--- src/pic_ctrl_defines.vh ---
// constants for the picture encode command and completion block
// assumes inclusion by bare name from the design file
`ifndef PIC_CTRL_DEFINES_VH
`define PIC_CTRL_DEFINES_VH
`define OFS_CMD       12'h000
`define OFS_YBASE     12'h004
`define OFS_CBBASE    12'h008
`define OFS_CRBASE    12'h00c
`define OFS_QSTEP     12'h010
`define OFS_OPTS      12'h014
`define OFS_CFG       12'h018
`define OFS_BUSY      12'h01c
`define OFS_INTEN     12'h020
`define OFS_INTSTAT   12'h024
`define OFS_RDPTR     12'h028
`define OFS_WRPTR     12'h02c
`define OFS_RESFETCH  12'h030
`define OFS_DYNPARAM  12'h034
`define OFS_PARBUF    12'h100
`define CMD_PIC_RUN   4'h1
`define CMD_CLOSE     4'h2
`define CMD_DYNAMIC   4'h3
`define CMD_SEQ_INIT  4'h4
`define OPT_SKIP      0
`define OPT_INTRA     1
`define CFG_RC        0
`define CFG_RING      1
`define CFG_STD_LO    2
`define CFG_STD_HI    3
`define CFG_FMT_LO    4
`define CFG_FMT_HI    6
`define CFG_REPORT    7
`define STD_H263      2'h1
`define STD_MPEG4     2'h2
`define FMT_422V      3'h2
`define FMT_420       3'h0
`define INT_PIC_DONE  3
`define INT_REFUSED   0
`define INT_STALL     1
`define PTYPE_I       2'h0
`define PTYPE_P       2'h1
`define PTYPE_SKIP    2'h2
`define PB_PTYPE      3'h0
`define PB_SLICES     3'h1
`define PB_START      3'h2
`define PB_SIZE       3'h3
`define PB_SLBND      3'h4
`define PB_MBBND      3'h5
`define PB_QP         3'h6
`define PB_QP_EN      3'h7
`define ENC_WORK      16'h0010
`define CHUNK_BYTES   32'h00000040
`define QSTEP_RC      6'h1a
`define OFS_END       12'h038
`define PB_PAGE       7'h08
`define DYN_FORCE_I   8
`define SKIP_WORK     16'h0001
`endif

--- src/video_encoder_picture_control.v ---
// picture encode command interpreter with busy flag, interrupt and results
// assumes an apb master on clk; the codec datapath is modelled by a cycle count
`timescale 1ns/1ns
`include "pic_ctrl_defines.vh"
module video_encoder_picture_control (
    // clock and reset
    input  wire        clk,
    input  wire        rst_b,
    // apb slave
    input  wire        psel,
    input  wire        penable,
    input  wire        pwrite,
    input  wire [11:0] paddr,
    input  wire [31:0] pwdata,
    output wire        pready,
    output reg  [31:0] prdata,
    output wire        pslverr,
    // interrupt
    output wire        irq,
    // stream buffer geometry
    input  wire [31:0] streamBase,
    input  wire [31:0] streamSize
);
    localparam IDLE = 4'b0001;
    localparam RUN  = 4'b0010;
    localparam WRES = 4'b0100;
    localparam HOLD = 4'b1000;

    reg [3:0]  state_r;
    reg [31:0] yBase_r;
    reg [31:0] cbBase_r;
    reg [31:0] crBase_r;
    reg [5:0]  qstep_r;
    reg [1:0]  opts_r;
    reg [7:0]  cfg_r;
    reg [31:0] intEn_r;
    reg [31:0] intStat_r;
    reg [31:0] rdPtr_r;
    reg [31:0] wrPtr_r;
    reg [31:0] picStart_r;
    reg [15:0] workCnt_r;
    reg [15:0] slices_r;
    reg        open_r;
    reg [31:0] dynParam_r;
    reg [2:0]  pbIdx_r;
    reg [31:0] parBuf_r [0:7];
    reg [1:0]  pType_r;
    reg [5:0]  qUsed_r;
    reg        gopFirst_r;
    // next values decided by combinational logic
    reg [1:0]  pType_nxt;
    reg [5:0]  qUsed_nxt;
    reg [15:0] workCnt_nxt;
    reg [31:0] pbWord_nxt;

    // bus decode and status
    wire        access;
    wire        wr;
    wire        rd;
    wire        busy;
    wire        ring;
    wire [1:0]  std;
    wire [2:0]  fmt;
    wire [2:0]  encFmt;
    wire [31:0] used;
    wire        full;
    wire        cmdWr;
    wire [3:0]  cmd;
    wire        refuse;
    wire        runOk;
    wire        done;
    wire        mapped;

    assign access = psel && penable;
    assign wr     = access && pwrite;
    assign rd     = access && !pwrite;
    assign busy   = (state_r == RUN) || (state_r == WRES);
    assign ring   = cfg_r[`CFG_RING];
    assign std    = cfg_r[`CFG_STD_HI:`CFG_STD_LO];
    assign fmt    = cfg_r[`CFG_FMT_HI:`CFG_FMT_LO];
    // internal format after conversion
    assign encFmt = (fmt == `FMT_422V) ? `FMT_420 : fmt;
    assign used   = wrPtr_r - rdPtr_r;
    assign full   = ring && (used + `CHUNK_BYTES > streamSize);
    assign cmdWr  = wr && (paddr == `OFS_CMD);
    assign cmd    = pwdata[3:0];
    // refused while busy, while results unfetched, or, except sequence init, without an open instance
    assign refuse = cmdWr && (busy || (state_r == HOLD) || !open_r) &&
                    !(cmd == `CMD_SEQ_INIT && !busy && state_r != HOLD);
    assign runOk  = cmdWr && !refuse && cmd == `CMD_PIC_RUN;
    assign done   = (state_r == WRES) && (pbIdx_r == `PB_QP_EN);
    assign mapped = (paddr < `OFS_END) || (paddr[11:5] == `PB_PAGE);

    // zero wait states; errors only for unmapped offsets
    assign pready  = 1'b1;
    assign pslverr = access && !mapped;
    assign irq     = |(intStat_r & intEn_r);

    // picture type, work length and quantiser chosen at the run command
    always @* begin
        pType_nxt   = `PTYPE_P;
        workCnt_nxt = `ENC_WORK;
        qUsed_nxt   = cfg_r[`CFG_RC] ? `QSTEP_RC : qstep_r;
        if (opts_r[`OPT_SKIP]) begin
            pType_nxt   = `PTYPE_SKIP;
            workCnt_nxt = `SKIP_WORK;
        end else if (opts_r[`OPT_INTRA] || gopFirst_r) begin
            pType_nxt = `PTYPE_I;
        end
    end

    // read data straight from the registers
    always @* begin
        prdata = 32'h00000000;
        case (paddr)
            `OFS_YBASE:    prdata = yBase_r;
            `OFS_CBBASE:   prdata = cbBase_r;
            `OFS_CRBASE:   prdata = crBase_r;
            `OFS_QSTEP:    prdata = {26'h0, qstep_r};
            `OFS_OPTS:     prdata = {30'h0, opts_r};
            `OFS_CFG:      prdata = {21'h0, encFmt, cfg_r};
            `OFS_BUSY:     prdata = {30'h0, open_r, busy};
            `OFS_INTEN:    prdata = intEn_r;
            `OFS_INTSTAT:  prdata = intStat_r;
            `OFS_RDPTR:    prdata = rdPtr_r;
            `OFS_WRPTR:    prdata = wrPtr_r;
            `OFS_DYNPARAM: prdata = dynParam_r;
            default: begin
                if (paddr[11:5] == `PB_PAGE) begin
                    prdata = parBuf_r[paddr[4:2]];
                end
            end
        endcase
    end

    always @(posedge clk or negedge rst_b) begin
        if (!rst_b) begin
            state_r    <= IDLE;
            yBase_r    <= 32'h00000000;
            cbBase_r   <= 32'h00000000;
            crBase_r   <= 32'h00000000;
            qstep_r    <= 6'h00;
            opts_r     <= 2'h0;
            cfg_r      <= 8'h00;
            intEn_r    <= 32'h00000000;
            intStat_r  <= 32'h00000000;
            rdPtr_r    <= 32'h00000000;
            wrPtr_r    <= 32'h00000000;
            picStart_r <= 32'h00000000;
            workCnt_r  <= 16'h0000;
            slices_r   <= 16'h0000;
            open_r     <= 1'b0;
            dynParam_r <= 32'h00000000;
            pbIdx_r    <= 3'h0;
            pType_r    <= 2'h0;
            qUsed_r    <= 6'h00;
            gopFirst_r <= 1'b1;
        end else begin
            // parameter loads, ignored while an encode is in flight
            if (wr && !busy) begin
                case (paddr)
                    `OFS_YBASE:  yBase_r  <= pwdata;
                    `OFS_CBBASE: cbBase_r <= pwdata;
                    `OFS_CRBASE: crBase_r <= pwdata;
                    `OFS_QSTEP:  qstep_r  <= pwdata[5:0];
                    `OFS_OPTS:   opts_r   <= pwdata[1:0];
                    `OFS_CFG:    cfg_r    <= pwdata[7:0];
                    default: ;
                endcase
            end
            if (wr && paddr == `OFS_INTEN) begin
                intEn_r <= pwdata;
            end
            // host writes move the read pointer only in ring mode
            if (wr && paddr == `OFS_RDPTR && ring) begin
                rdPtr_r <= pwdata;
            end
            // read clears status; new events win over the clear
            if (rd && paddr == `OFS_INTSTAT) begin
                intStat_r <= 32'h00000000;
            end
            if (refuse) begin
                intStat_r[`INT_REFUSED] <= 1'b1;
            end
            // command decode; refused commands only flag an error
            if (cmdWr && !refuse) begin
                case (cmd)
                    `CMD_SEQ_INIT: begin
                        open_r     <= 1'b1;
                        gopFirst_r <= 1'b1;
                        rdPtr_r    <= streamBase;
                        wrPtr_r    <= streamBase;
                    end
                    `CMD_CLOSE: open_r <= 1'b0;
                    `CMD_DYNAMIC: begin
                        dynParam_r <= pwdata;
                        if (pwdata[`DYN_FORCE_I]) begin
                            gopFirst_r <= 1'b1;
                        end
                    end
                    default: ;
                endcase
            end
            case (state_r)
                IDLE: begin
                    if (runOk) begin
                        state_r    <= RUN;
                        workCnt_r  <= workCnt_nxt;
                        picStart_r <= wrPtr_r;
                        slices_r   <= 16'h0000;
                        if (!ring) begin
                            wrPtr_r    <= streamBase;
                            rdPtr_r    <= streamBase;
                            picStart_r <= streamBase;
                        end
                        qUsed_r <= qUsed_nxt;
                        pType_r <= pType_nxt;
                    end
                end
                RUN: begin
                    // no chunk is written while the buffer is full
                    if (full) begin
                        intStat_r[`INT_STALL] <= 1'b1;
                    end else if (workCnt_r == 16'h0000) begin
                        state_r    <= WRES;
                        pbIdx_r    <= 3'h0;
                        gopFirst_r <= 1'b0;
                    end else begin
                        workCnt_r <= workCnt_r - 16'h0001;
                        if (pType_r != `PTYPE_SKIP) begin
                            wrPtr_r  <= wrPtr_r + `CHUNK_BYTES;
                            slices_r <= slices_r + 16'h0001;
                        end
                    end
                end
                WRES: begin
                    pbIdx_r <= pbIdx_r + 3'h1;
                    if (done) begin
                        state_r <= HOLD;
                        intStat_r[`INT_PIC_DONE] <= 1'b1;
                    end
                end
                HOLD: begin
                    // results held until the host fetches them
                    if (wr && paddr == `OFS_RESFETCH) begin
                        state_r <= IDLE;
                    end
                end
                default: state_r <= IDLE;
            endcase
        end
    end

    // result word for the current parameter buffer slot
    always @* begin
        case (pbIdx_r)
            `PB_PTYPE:  pbWord_nxt = {30'h0, pType_r};
            `PB_SLICES: pbWord_nxt = {16'h0, slices_r};
            `PB_START:  pbWord_nxt = picStart_r;
            `PB_SIZE:   pbWord_nxt = wrPtr_r - picStart_r;
            `PB_SLBND:  pbWord_nxt = cfg_r[`CFG_REPORT] ? picStart_r + `CHUNK_BYTES : 32'h0;
            `PB_MBBND:  pbWord_nxt = cfg_r[`CFG_REPORT] ? {16'h0, `ENC_WORK} : 32'h0;
            `PB_QP:     pbWord_nxt = {26'h0, qUsed_r};
            default:    pbWord_nxt = {31'h0,
                            (std == `STD_H263) || (std == `STD_MPEG4)};
        endcase
    end

    // result words, one per cycle while writing results
    always @(posedge clk or negedge rst_b) begin
        if (!rst_b) begin
            parBuf_r[0] <= 32'h00000000;
            parBuf_r[1] <= 32'h00000000;
            parBuf_r[2] <= 32'h00000000;
            parBuf_r[3] <= 32'h00000000;
            parBuf_r[4] <= 32'h00000000;
            parBuf_r[5] <= 32'h00000000;
            parBuf_r[6] <= 32'h00000000;
            parBuf_r[7] <= 32'h00000000;
        end else if (state_r == WRES) begin
            parBuf_r[pbIdx_r] <= pbWord_nxt;
        end
    end
endmodule // video_encoder_picture_control

--- config.mk ---
export PLATFORM = sky130hd
export DESIGN_NAME = video_encoder_picture_control
export DESIGN_NICKNAME = d
export VERILOG_FILES = /design/src/video_encoder_picture_control.v
export VERILOG_INCLUDE_DIRS = /design/src
export SDC_FILE = /design/constraint.sdc
export NUM_CORES = 1
export LEC_CHECK = 0
export ABC_AREA = 0
export ABC_CLOCK_PERIOD_IN_PS = 6700
export BUFFER_PORTS_ARGS = -buffer_cell sky130_fd_sc_hd__buf_2
export CORE_UTILIZATION = 50
export CTS_CLUSTER_DIAMETER = 150
export DETAILED_ROUTE_END_ITERATION = 6
export PLACE_DENSITY = 0.67
export RECOVER_POWER = 100
export SYNTH_ARGS = -nofsm -noshare
export SYNTH_HDL_FRONTEND = slang
export SYNTH_SLANG_ARGS = --single-unit
export TNS_END_PERCENT = 20
--- constraint.sdc ---
create_clock -name clk -period 6.7 [get_ports clk]
set_input_delay 0.335 -clock clk [delete_from_list [all_inputs] [get_ports clk]]
set_output_delay 0.335 -clock clk [all_outputs]
set_load 0.02 [all_outputs]
==> results_dict.tcl, run 1 <==
set metrics [dict create \
    status "complete, but fails checks" \
    violations "capacitance limit, slew limit" \
    grt_overflow_total 0 \
    gp_congestion 0.935 \
    ys_types 83 \
    clock_skew_ns 0.0263 \
    synth-main-ff-cell "dfrtp_1" \
    async_flop_share_pct 100 \
    fillers 5473 \
    slowest_stage "a311oi_1" \
    rrSetupSlack_ns 0.36 \
    netlist_area_um2 32000 \
    worstPathCellList "inv_1 > ha_1 > ha_1 > a211oi_2 > o211ai_1 > a221o_1 > o2bb2ai_1 > a221o_1 > a221oi_2 > a21oi_1 > o21ai_0 > xnor2_1 > ha_1 > nand4_1 > nor2_1 > nand3_1 > a311oi_1 > or2_0 > nor2_2 > clkbuf_4 > a311oi_1 > o22ai_1" \
    ys_warn_count 0 \
    synth_area_per_cell_um2 9.83 \
    p_total_mw 7.23 \
    worst_skew_pair.late_latency_ns 0.64 \
    antenna_found_initial 3 \
    path_clk_slew_ns 0.06 \
    r2r-end "wrPtr_r[6]" \
    synthesis.nets 3500 \
    slew_viol_final 704 \
    cts_buffers 61 \
    die-height_um 255 \
    critPathKind "flop to flop" \
    fin_nets 3624 \
    ir_worst_vdd_mv 0.240 \
    power_density_nw_per_um2 202 \
    critPathArrivalTime_ns 6.76 \
    place.port_buffers 146 \
    dp.cells 4122 \
    period_minus_slack_ns 6.34 \
    hold_ws_ns 0.0338 \
    wirelength_mm 97.6 \
    clock-sinks 580 \
    htree_levels 2 \
    netlist_top_cells_area "dfrtp_1, mux2_2, o21ai_0" \
    grt_pass1_vias 26000 \
    p_leak_nw 16.1 \
    drive_gt1_share_pct 15.6 \
    placed_area_um2 33600 \
    core_area_um2 63100 \
    hold_violations 0 \
    drc 0 \
    wire_per_inst_um 22.9 \
    dieArea_um2 64900 \
    synth_top_area_share_pct 45.3 \
    drt_first_iter_violations 2453 \
    die_w_um 255 \
    grt_max_degree 148 \
    whs_path_depth 3 \
    via_count 26300 \
    syn_to_final_growth_pct 12.3 \
    via_per_inst 6.16 \
    start_util_pct 50.7 \
    layout_commonest_cell "dfrtp_1" \
    rsz0062_at_grt "no" \
    io_pins 148 \
    cts_tree "done" \
    worstPathMaxFanout 13 \
    clockBufferDepth 3 \
    grt_pass1_wl_mm 152 \
    final-setup-viol-count 0 \
    synth-seq-area-share_pct 45.4 \
    fmax_mhz 158 \
    slowest_delay_ns 0.63 \
    fin_area_um2 35900 \
    synth-edff-count 0 \
    track_usage_pct 30.3 \
    min_to "wrPtr_r[23]" \
    max-slew-margin-rel_pct -113 \
    dpl.hpwl_mm 67.6 \
    num_rows 92 \
    final_util_pct 56.9 \
    synth_top_area_cell "dfrtp_1" \
    stdcell_count 4269 \
    cts-root-buf "clkbuf_16" \
    worst_pin_slew_ns 3.19 \
    crit_path_frequent_cell "ha_1" \
    hold_class "input pin to flop" \
    final_cell_mix "dfrtp_1, nand2_1, o21ai_0, mux2_2, nor2_1" \
    r2r_start "rdPtr_r[7]" \
    reg2regPathDepth 22 \
    ant_nets 0 \
    drv_cap 14 \
    ys_seq_elements 580 \
    synth_cells 3251 \
    hold_start "streamBase[23]" \
    endpoint_kind "flop" \
    pre_cts_ws_ns 0.0122 \
    setup_ws_ns 0.360 \
    min_period_over_period_pct 94.6 \
    cp.required_ns 7.12 \
    fin_setup_tns_ns 0 \
    cp-start-kind "flop" \
    firstDrtPassIters 7 \
]
==> worst max-delay path: cells and delay by family (launching register included) <==
family                   cells  cell delay (ns)
AO/OA/AOI/OAI               11             3.23
XOR/XNOR                     1             0.09
adder cells (fa/ha/maj)      3             0.94
buffers and inverters        2             0.31
flip-flops                   1             0.36
AND/OR/NAND/NOR              5             1.18
==> cells by family (layout without fill, tap and decap cells) <==
logic type	count (synthesis)	count (layout)	synth area share (%)
buffers and inverters	317	488	3.90
DFF	580	580	45.4
other	1	2	0.0117
xor gates and xnor gates	58	58	1.59
AOI/OAI and AO/OA	845	845	16.1
adders and majority gates	136	136	5.37
muxes	350	350	14.2
and+or+nand+nor	964	964	13.4
==> state kept, by name, indices dropped and copies added, names as in the netlist <==
signal      cells
picStart_r     32
intEn_r        32
crBase_r       32
parBuf_r      256
intStat_r       3
wrPtr_r        32
cfg_r           8
gopFirst_r      1
slices_r       16
pType_r         2
state_r         4
pbIdx_r         3
rdPtr_r        32
dynParam_r     32
open_r          1
workCnt_r      16
opts_r          2
qUsed_r         6
cbBase_r       32
yBase_r        32
qstep_r         6
==> final cells by class <==
type,count,area [um2],share of cell area (%)
clock inverter,17,223,0.621
sequential,580,14500,40.5
tap,846,1060,2.95
clock buffer,93,1830,5.10
inverter,131,492,1.37
timing repair buffer,247,1490,4.16
antenna,1,2.50,0.00698
multi-input combinational,2354,16300,45.3
==> cells in the mapped netlist, types with 27 or more instances <==
| master | number |
|---|---|
| a221oi_1 | 48 |
| a21o_1 | 33 |
| inv_1 | 129 |
| a22oi_1 | 64 |
| and3_1 | 35 |
| nand4_1 | 27 |
| a21oi_1 | 117 |
| mux2i_1 | 107 |
| nand2_1 | 525 |
| ha_1 | 134 |
| mux4_2 | 64 |
| dfrtp_1 | 578 |
| nor3_1 | 30 |
| nor2_1 | 143 |
| o21ai_0 | 402 |
| nand3_1 | 89 |
| mux2_2 | 179 |
| clkbuf_1 | 155 |
| xnor2_1 | 41 |
==> layer usage <==
layer  GRT usage (%)  up-vias  wire length (um)
met5               0        -                13
met4            9.26        2              2820
met3            5.05      182              7840
met2            47.3      981             44100
met1            43.2    13200             42800
li1                -    12000                 -
==> what timing repair did <==
| item | CTS | global route |
|---|---|---|
| hold buffers | 36 | 0 |
| gates resized for setup | 1 | 7 |
| pin swaps | 0 | 1 |
| buffers inserted | 0 | 0 |
| hold endpoints to repair | 181 | 0 |
| endpoints found under the setup margin | 3 | 37 |
==> worst max path at each step <==
stage,startpoint,end,slack [ns],cells after the start
2_1_floorplan,wrPtr_r[7],wrPtr_r[29],1.19,24
4_1_cts,wrPtr_r[1],slices_r[6],0.07,24
5_1_grt,rdPtr_r[7],slices_r[6],0.01,23
3_5_place_dp,wrPtr_r[1],wrPtr_r[16],0.01,23
6_report,rdPtr_r[7],wrPtr_r[6],0.36,22
3_3_place_gp,wrPtr_r[1],wrPtr_r[31],0.17,23
==> power breakdown <==
part,switching [mW],internal [mW],total [mW]
clock network,1.42,2.06,3.48
logic,0.171,0.0797,0.251
registers,0.000822,3.50,3.51
No activity file was read; power rests on OpenSTA's default activity.
==> inputs of run 2 (changes only) <==
BUFFER_PORTS_ARGS = -buffer_cell sky130_fd_sc_hd__buf_4   (was -buffer_cell sky130_fd_sc_hd__buf_2)
==> run 2 against run 1 <==
  * Via count is 0.11% lower
  * Non-clock buffer count is 10 lower
  * Sequential share of layout area is 0.30 points lower
  * Sequential power hardly changed
  * Sequential cell count stayed put
  * Die area stayed put
  * Combinational power is 6% higher
  * Critical endpoint unchanged
  * Final area is 0.74% higher
  * Utilization is 0.42 points higher
  * Cell count hardly changed
  * Global-route usage is 0.11 points higher
  * The run still ends with capacitance limit, slew limit left
==> results_dict.tcl, run 2 (same netlist as run 1, synthesis figures left out) <==
set metrics [dict create \
    status "complete, but fails checks" \
    violations "capacitance limit, slew limit" \
    grt_overflow_total 0 \
    cp.required_ns 7.03 \
    drive_gt1_share_pct 15.8 \
    worstPathMaxFanout 13 \
    rsz0062_at_grt "no" \
    die-height_um 255 \
    layout_commonest_cell "dfrtp_1" \
    clock-sinks 580 \
    worst_pin_slew_ns 3.47 \
    max-slew-margin-rel_pct -131 \
    gp_congestion 0.922 \
    pre_cts_ws_ns 0.175 \
    period_minus_slack_ns 6.30 \
    dpl.hpwl_mm 68.0 \
    worstPathCellList "inv_1 > ha_1 > ha_1 > inv_1 > fa_1 > nor2b_1 > o31a_1 > o221ai_1 > a2111oi_1 > o21ai_0 > a21oi_2 > o21bai_1 > a31oi_1 > xnor2_1 > ha_1 > nand4_1 > nor2_2 > nand3_1 > a311oi_1 > or2_2 > nor2_1 > buf_2 > a311oi_1 > o22ai_1" \
    hold_ws_ns 0.0259 \
    ir_worst_vdd_mv 0.180 \
    critPathArrivalTime_ns 6.63 \
    seq_area_um2 14500 \
    syn_to_final_growth_pct 13.1 \
    setup_ws_ns 0.399 \
    min_period_over_period_pct 94.0 \
    wire_per_inst_um 23.1 \
    endpoint_kind "flop" \
    crit_path_frequent_cell "ha_1" \
    slowest_delay_ns 0.74 \
    n_antenna_cell 0 \
    top_register "parBuf_r" \
    die_w_um 255 \
    cts_buffers 66 \
    grt_max_degree 174 \
    place.port_buffers 146 \
    slowest_stage "a311oi_1" \
    dieArea_um2 64900 \
    final-setup-viol-count 0 \
    cts-root-buf "clkbuf_16" \
    htree_levels 3 \
    min_to "rdPtr_r[22]" \
    r2r_start "rdPtr_r[1]" \
    antenna_found_initial 6 \
    fmax_mhz 159 \
    power_density_nw_per_um2 205 \
    ant_nets 0 \
    start_util_pct 50.7 \
    final_cell_mix "dfrtp_1, nand2_1, o21ai_0, mux2_2, buf_4" \
    drc 0 \
    reg2regPathDepth 24 \
    cp-start-kind "flop" \
    grt_pass1_vias 25600 \
    via_per_inst 6.16 \
    grt_pass1_wl_mm 150 \
    drt_first_iter_violations 2242 \
    slew_viol_final 957 \
    clock_skew_ns 0.0295 \
    hold_start "streamBase[22]" \
    num_rows 92 \
    hold_class "input pin to flop" \
    path_clk_slew_ns 0.06 \
    fin_setup_tns_ns 0 \
    whs_path_depth 3 \
    r2r-end "wrPtr_r[6]" \
    cts_tree "done" \
    via_count 26300 \
    largest_register_ffs 256 \
    multiInputGateArea_um2 16200 \
    fillers 5457 \
    critPathKind "flop to flop" \
    track_usage_pct 30.4 \
    worst_skew_pair.late_latency_ns 0.61 \
    final_util_pct 57.3 \
    crit_buf_inv 3 \
    hold_violations 0 \
    fin_area_um2 36100 \
    core_area_um2 63100 \
    firstDrtPassIters 6 \
    io_pins 148 \
    fin_nets 3619 \
    wirelength_mm 98.6 \
    drv_cap 15 \
    clockBufferDepth 3 \
    crit_family "compound AO/OA/AOI/OAI gates" \
    rrSetupSlack_ns 0.40 \
    placed_area_um2 33900 \
    p_leak_nw 16.2 \
]
[run 2: cell count changes in the layout (fill, tap and decap cells not counted), sizes merged]
cell | previous run | this run
clkinv | 9 | 15
bufinv | 5 | 3
inv | 132 | 134
dlygate4sd3 | 36 | 29
clkinvlp | 2 | 0
diode | 1 | 0
clkbuf | 148 | 153
buf | 156 | 152
[run 2: metrics by stage]
stage          total power, mW  instances
2_1_floorplan             3.65       3251
3_3_place_gp              3.82       4119
3_5_place_dp              3.83       4119
4_1_cts                   7.46       4266
5_1_grt                   7.62       4266
6_report                  7.40       4266
[run 2: area by class of cell]
type	instances	share of cell area [%]
multi-input cells	2354	44.9
flip-flops and latches	580	40.2
clock buffers	97	5.43
repair buffers	237	4.59
well taps	846	2.93
inverters	131	1.36
clock inverters	21	0.571
[run 2: layer usage]
metal / GRT usage, % / up-vias / part of all wire [%]
li1: - / 12000 / -
met1: 42.8 / 13100 / 43
met2: 47.7 / 1010 / 46
met3: 5.35 / 165 / 7.8
met4: 9.79 / 4 / 2.9
met5: 0 / - / 0.025
[run 2: worst max path at each step]
stage / from / to / slack, ns / depth (start not counted)
floorplan: wrPtr_r[7] / wrPtr_r[29] / 1.19 / 24
global placement: rdPtr_r[1] / wrPtr_r[31] / 0.31 / 24
detailed placement: wrPtr_r[0] / wrPtr_r[16] / 0.18 / 25
CTS: rdPtr_r[1] / wrPtr_r[21] / 0.13 / 24
global route: wrPtr_r[0] / slices_r[8] / 0.03 / 26
finish: rdPtr_r[1] / wrPtr_r[6] / 0.40 / 24
[run 2: report_power, final]
group | total [mW] | switching (mW) | internal [mW]
registers | 3.51 | 0.000832 | 3.50
clock network | 3.63 | 1.48 | 2.15
logic | 0.265 | 0.172 | 0.0934
total | 7.40 | 1.65 | 5.75
[run 2: repair_timing]
item / 4_1_cts / 5_1_grt
gates resized for setup: 0 / 7
setup endpoints to repair: 0 / 39
hold buffers: 29 / 0
buffers inserted: 0 / 0
endpoints found under the hold margin: 167 / 0
[run 2: worst min-delay path: stages]
cell     delay [ns]
buf_4          0.10
nand2_1        0.07
o21ai_0        0.07
==> inputs of run 3 (changes only) <==
GPL_TIMING_DRIVEN = 0   (was unset)
MAX_ROUTING_LAYER = met4   (was unset)
==> run 3 against run 2 <==
  * The flow finishes with violations (DRC, capacitance limit, slew limit)
  * Maximum frequency is 2.9% lower
  * Via count grew 5.5%
  * Die area stayed put
  * Utilization grew 1.1 points
  * Clock skew shrank 0.0053 ns
  * Clock-buffer cell count unchanged
  * Sequential power about the same
  * Critical endpoint is now wrPtr_r[17]
  * Largest cell class unchanged
==> results_dict.tcl, run 3 (same netlist as run 1, synthesis figures left out) <==
set metrics [dict create \
    status "complete, but fails checks" \
    violations "DRC, capacitance limit, slew limit" \
    ir_worst_vdd_mv 0.178 \
    max-slew-margin-rel_pct -251 \
    drive_gt1_share_pct 14.6 \
    via_per_inst 6.29 \
    core_area_um2 63100 \
    endpoint_kind "flop" \
    track_usage_pct 35.9 \
    worst_pin_slew_ns 5.26 \
    drv_cap 2 \
    critPathKind "flop to flop" \
    crit_family "simple AND/OR/NAND/NOR gates" \
    slew_viol_final 123 \
    die_w_um 255 \
    min_period_over_period_pct 96.9 \
    crit_buf_inv 6 \
    min_to "rdPtr_r[31]" \
    power_density_nw_per_um2 205 \
    grt_max_degree 134 \
    largest_register_ffs 256 \
    cts-root-buf "clkbuf_16" \
    clock-sinks 580 \
    reg2regPathDepth 28 \
    hold_start "streamBase[31]" \
    firstDrtPassIters 7 \
    p_leak_nw 16.4 \
    clockBufferDepth 3 \
    drt_first_iter_violations 2740 \
    via_count 27700 \
    wire_per_inst_um 25.5 \
    dpl.hpwl_mm 83.3 \
    period_minus_slack_ns 6.49 \
    io_pins 148 \
    htree_levels 3 \
    critPathArrivalTime_ns 6.97 \
    final-setup-viol-count 0 \
    rsz0062_at_grt "no" \
    cp-start-kind "flop" \
    r2r-end "wrPtr_r[17]" \
    slowest_delay_ns 0.46 \
    cts_tree "done" \
    worstPathMaxFanout 10 \
    gp_congestion 0.948 \
    place.port_buffers 143 \
    whs_path_depth 3 \
    fmax_mhz 154 \
    syn_to_final_growth_pct 15.3 \
    die-height_um 255 \
    drc 1 \
    antenna_found_initial 2 \
    slowest_stage "fa_1" \
    worst_skew_pair.late_latency_ns 0.61 \
    wirelength_mm 112 \
    grt_overflow_total 0 \
    dieArea_um2 64900 \
    fin_nets 3761 \
    ant_nets 0 \
    hold_class "input pin to flop" \
    clock_skew_ns 0.0242 \
    r2r_start "wrPtr_r[0]" \
    fin_setup_tns_ns 0 \
    cp.required_ns 7.18 \
    num_rows 92 \
    grt_pass1_wl_mm 167 \
    cts_buffers 67 \
    rrSetupSlack_ns 0.21 \
    layout_commonest_cell "dfrtp_1" \
    hold_violations 0 \
    start_util_pct 50.7 \
    path_clk_slew_ns 0.06 \
    hold_ws_ns 0.0252 \
    final_cell_mix "dfrtp_1, nand2_1, o21ai_0, clkbuf_1, mux2_2" \
    top_register "parBuf_r" \
    grt_pass1_vias 27700 \
]
[run 3: how the worst max path moves through the flow]
stage | slack [ns] | end | depth (start not counted) | startpoint
4_1_cts | 0.03 | wrPtr_r[21] | 24 | wrPtr_r[1]
3_5_place_dp | -0.97 | slices_r[2] | 22 | wrPtr_r[1]
6_report | 0.21 | wrPtr_r[17] | 28 | wrPtr_r[0]
3_3_place_gp | -0.91 | wrPtr_r[6] | 22 | wrPtr_r[2]
2_1_floorplan | 1.19 | wrPtr_r[29] | 24 | wrPtr_r[7]
5_1_grt | 0.009 | wrPtr_r[26] | 24 | wrPtr_r[7]
[run 3: layout make-up]
class | instances | area, um2
Sequential cell | 580 | 14500
Buffer | 185 | 739
Antenna cell | 1 | 2.50
Timing Repair Buffer | 193 | 1510
Clock inverter | 23 | 245
Clock buffer | 97 | 2010
Multi-Input combinational cell | 2354 | 16300
Fill cell | 5532 | 26200
Inverter | 131 | 492
Tap cell | 846 | 1060
[run 3: metrics by stage]
stage	utilization, %	std cells	total power [mW]	cell area, um2	worst slack, ns
2_1_floorplan	-	3251	3.65	32000	1.19
3_3_place_gp	54.0	4240	3.82	34100	-0.914
3_5_place_dp	54.2	4244	3.84	34200	-0.966
4_1_cts	58.5	4400	7.58	36900	0.0277
5_1_grt	58.4	4409	7.74	36800	0.00931
6_report	58.4	4410	7.56	36800	0.208
[run 3: what timing repair did]
| item | CTS | global route |
|---|---|---|
| hold buffers | 36 | 0 |
| buffers inserted | 0 | 10 |
| pin swaps | 0 | 3 |
| endpoints found under the setup margin | 58 | 55 |
| hold endpoints to repair | 182 | 0 |
| gates resized for setup | 14 | 12 |
[run 3: layer usage]
layer | part of all wire (%) | GRT usage (%) | up-vias
li1 | - | - | 12300
met4 | 4.8 | 16.6 | 0
met2 | 46 | 55.7 | 1362
met1 | 40 | 45.3 | 13800
met5 | 0 | - | -
met3 | 9.0 | 7.10 | 297
[run 3: report_power, final]
part	internal [mW]	switching, mW	leakage [nW]
clock	2.25	1.52	1.11
sequential	3.50	0.000840	7.92
combinational	0.106	0.182	7.38
total	5.86	1.70	16.4
[run 3: worst register-to-register path: cells and delay by family (launching register included)]
family                   cells  cell delay, ns
adder cells (fa/ha/maj)      4            1.22
AND/OR/NAND/NOR              8            1.92
XOR/XNOR                     1            0.10
buffers and inverters        6            0.83
AO/OA/AOI/OAI                9            1.90
flip-flops                   1            0.39
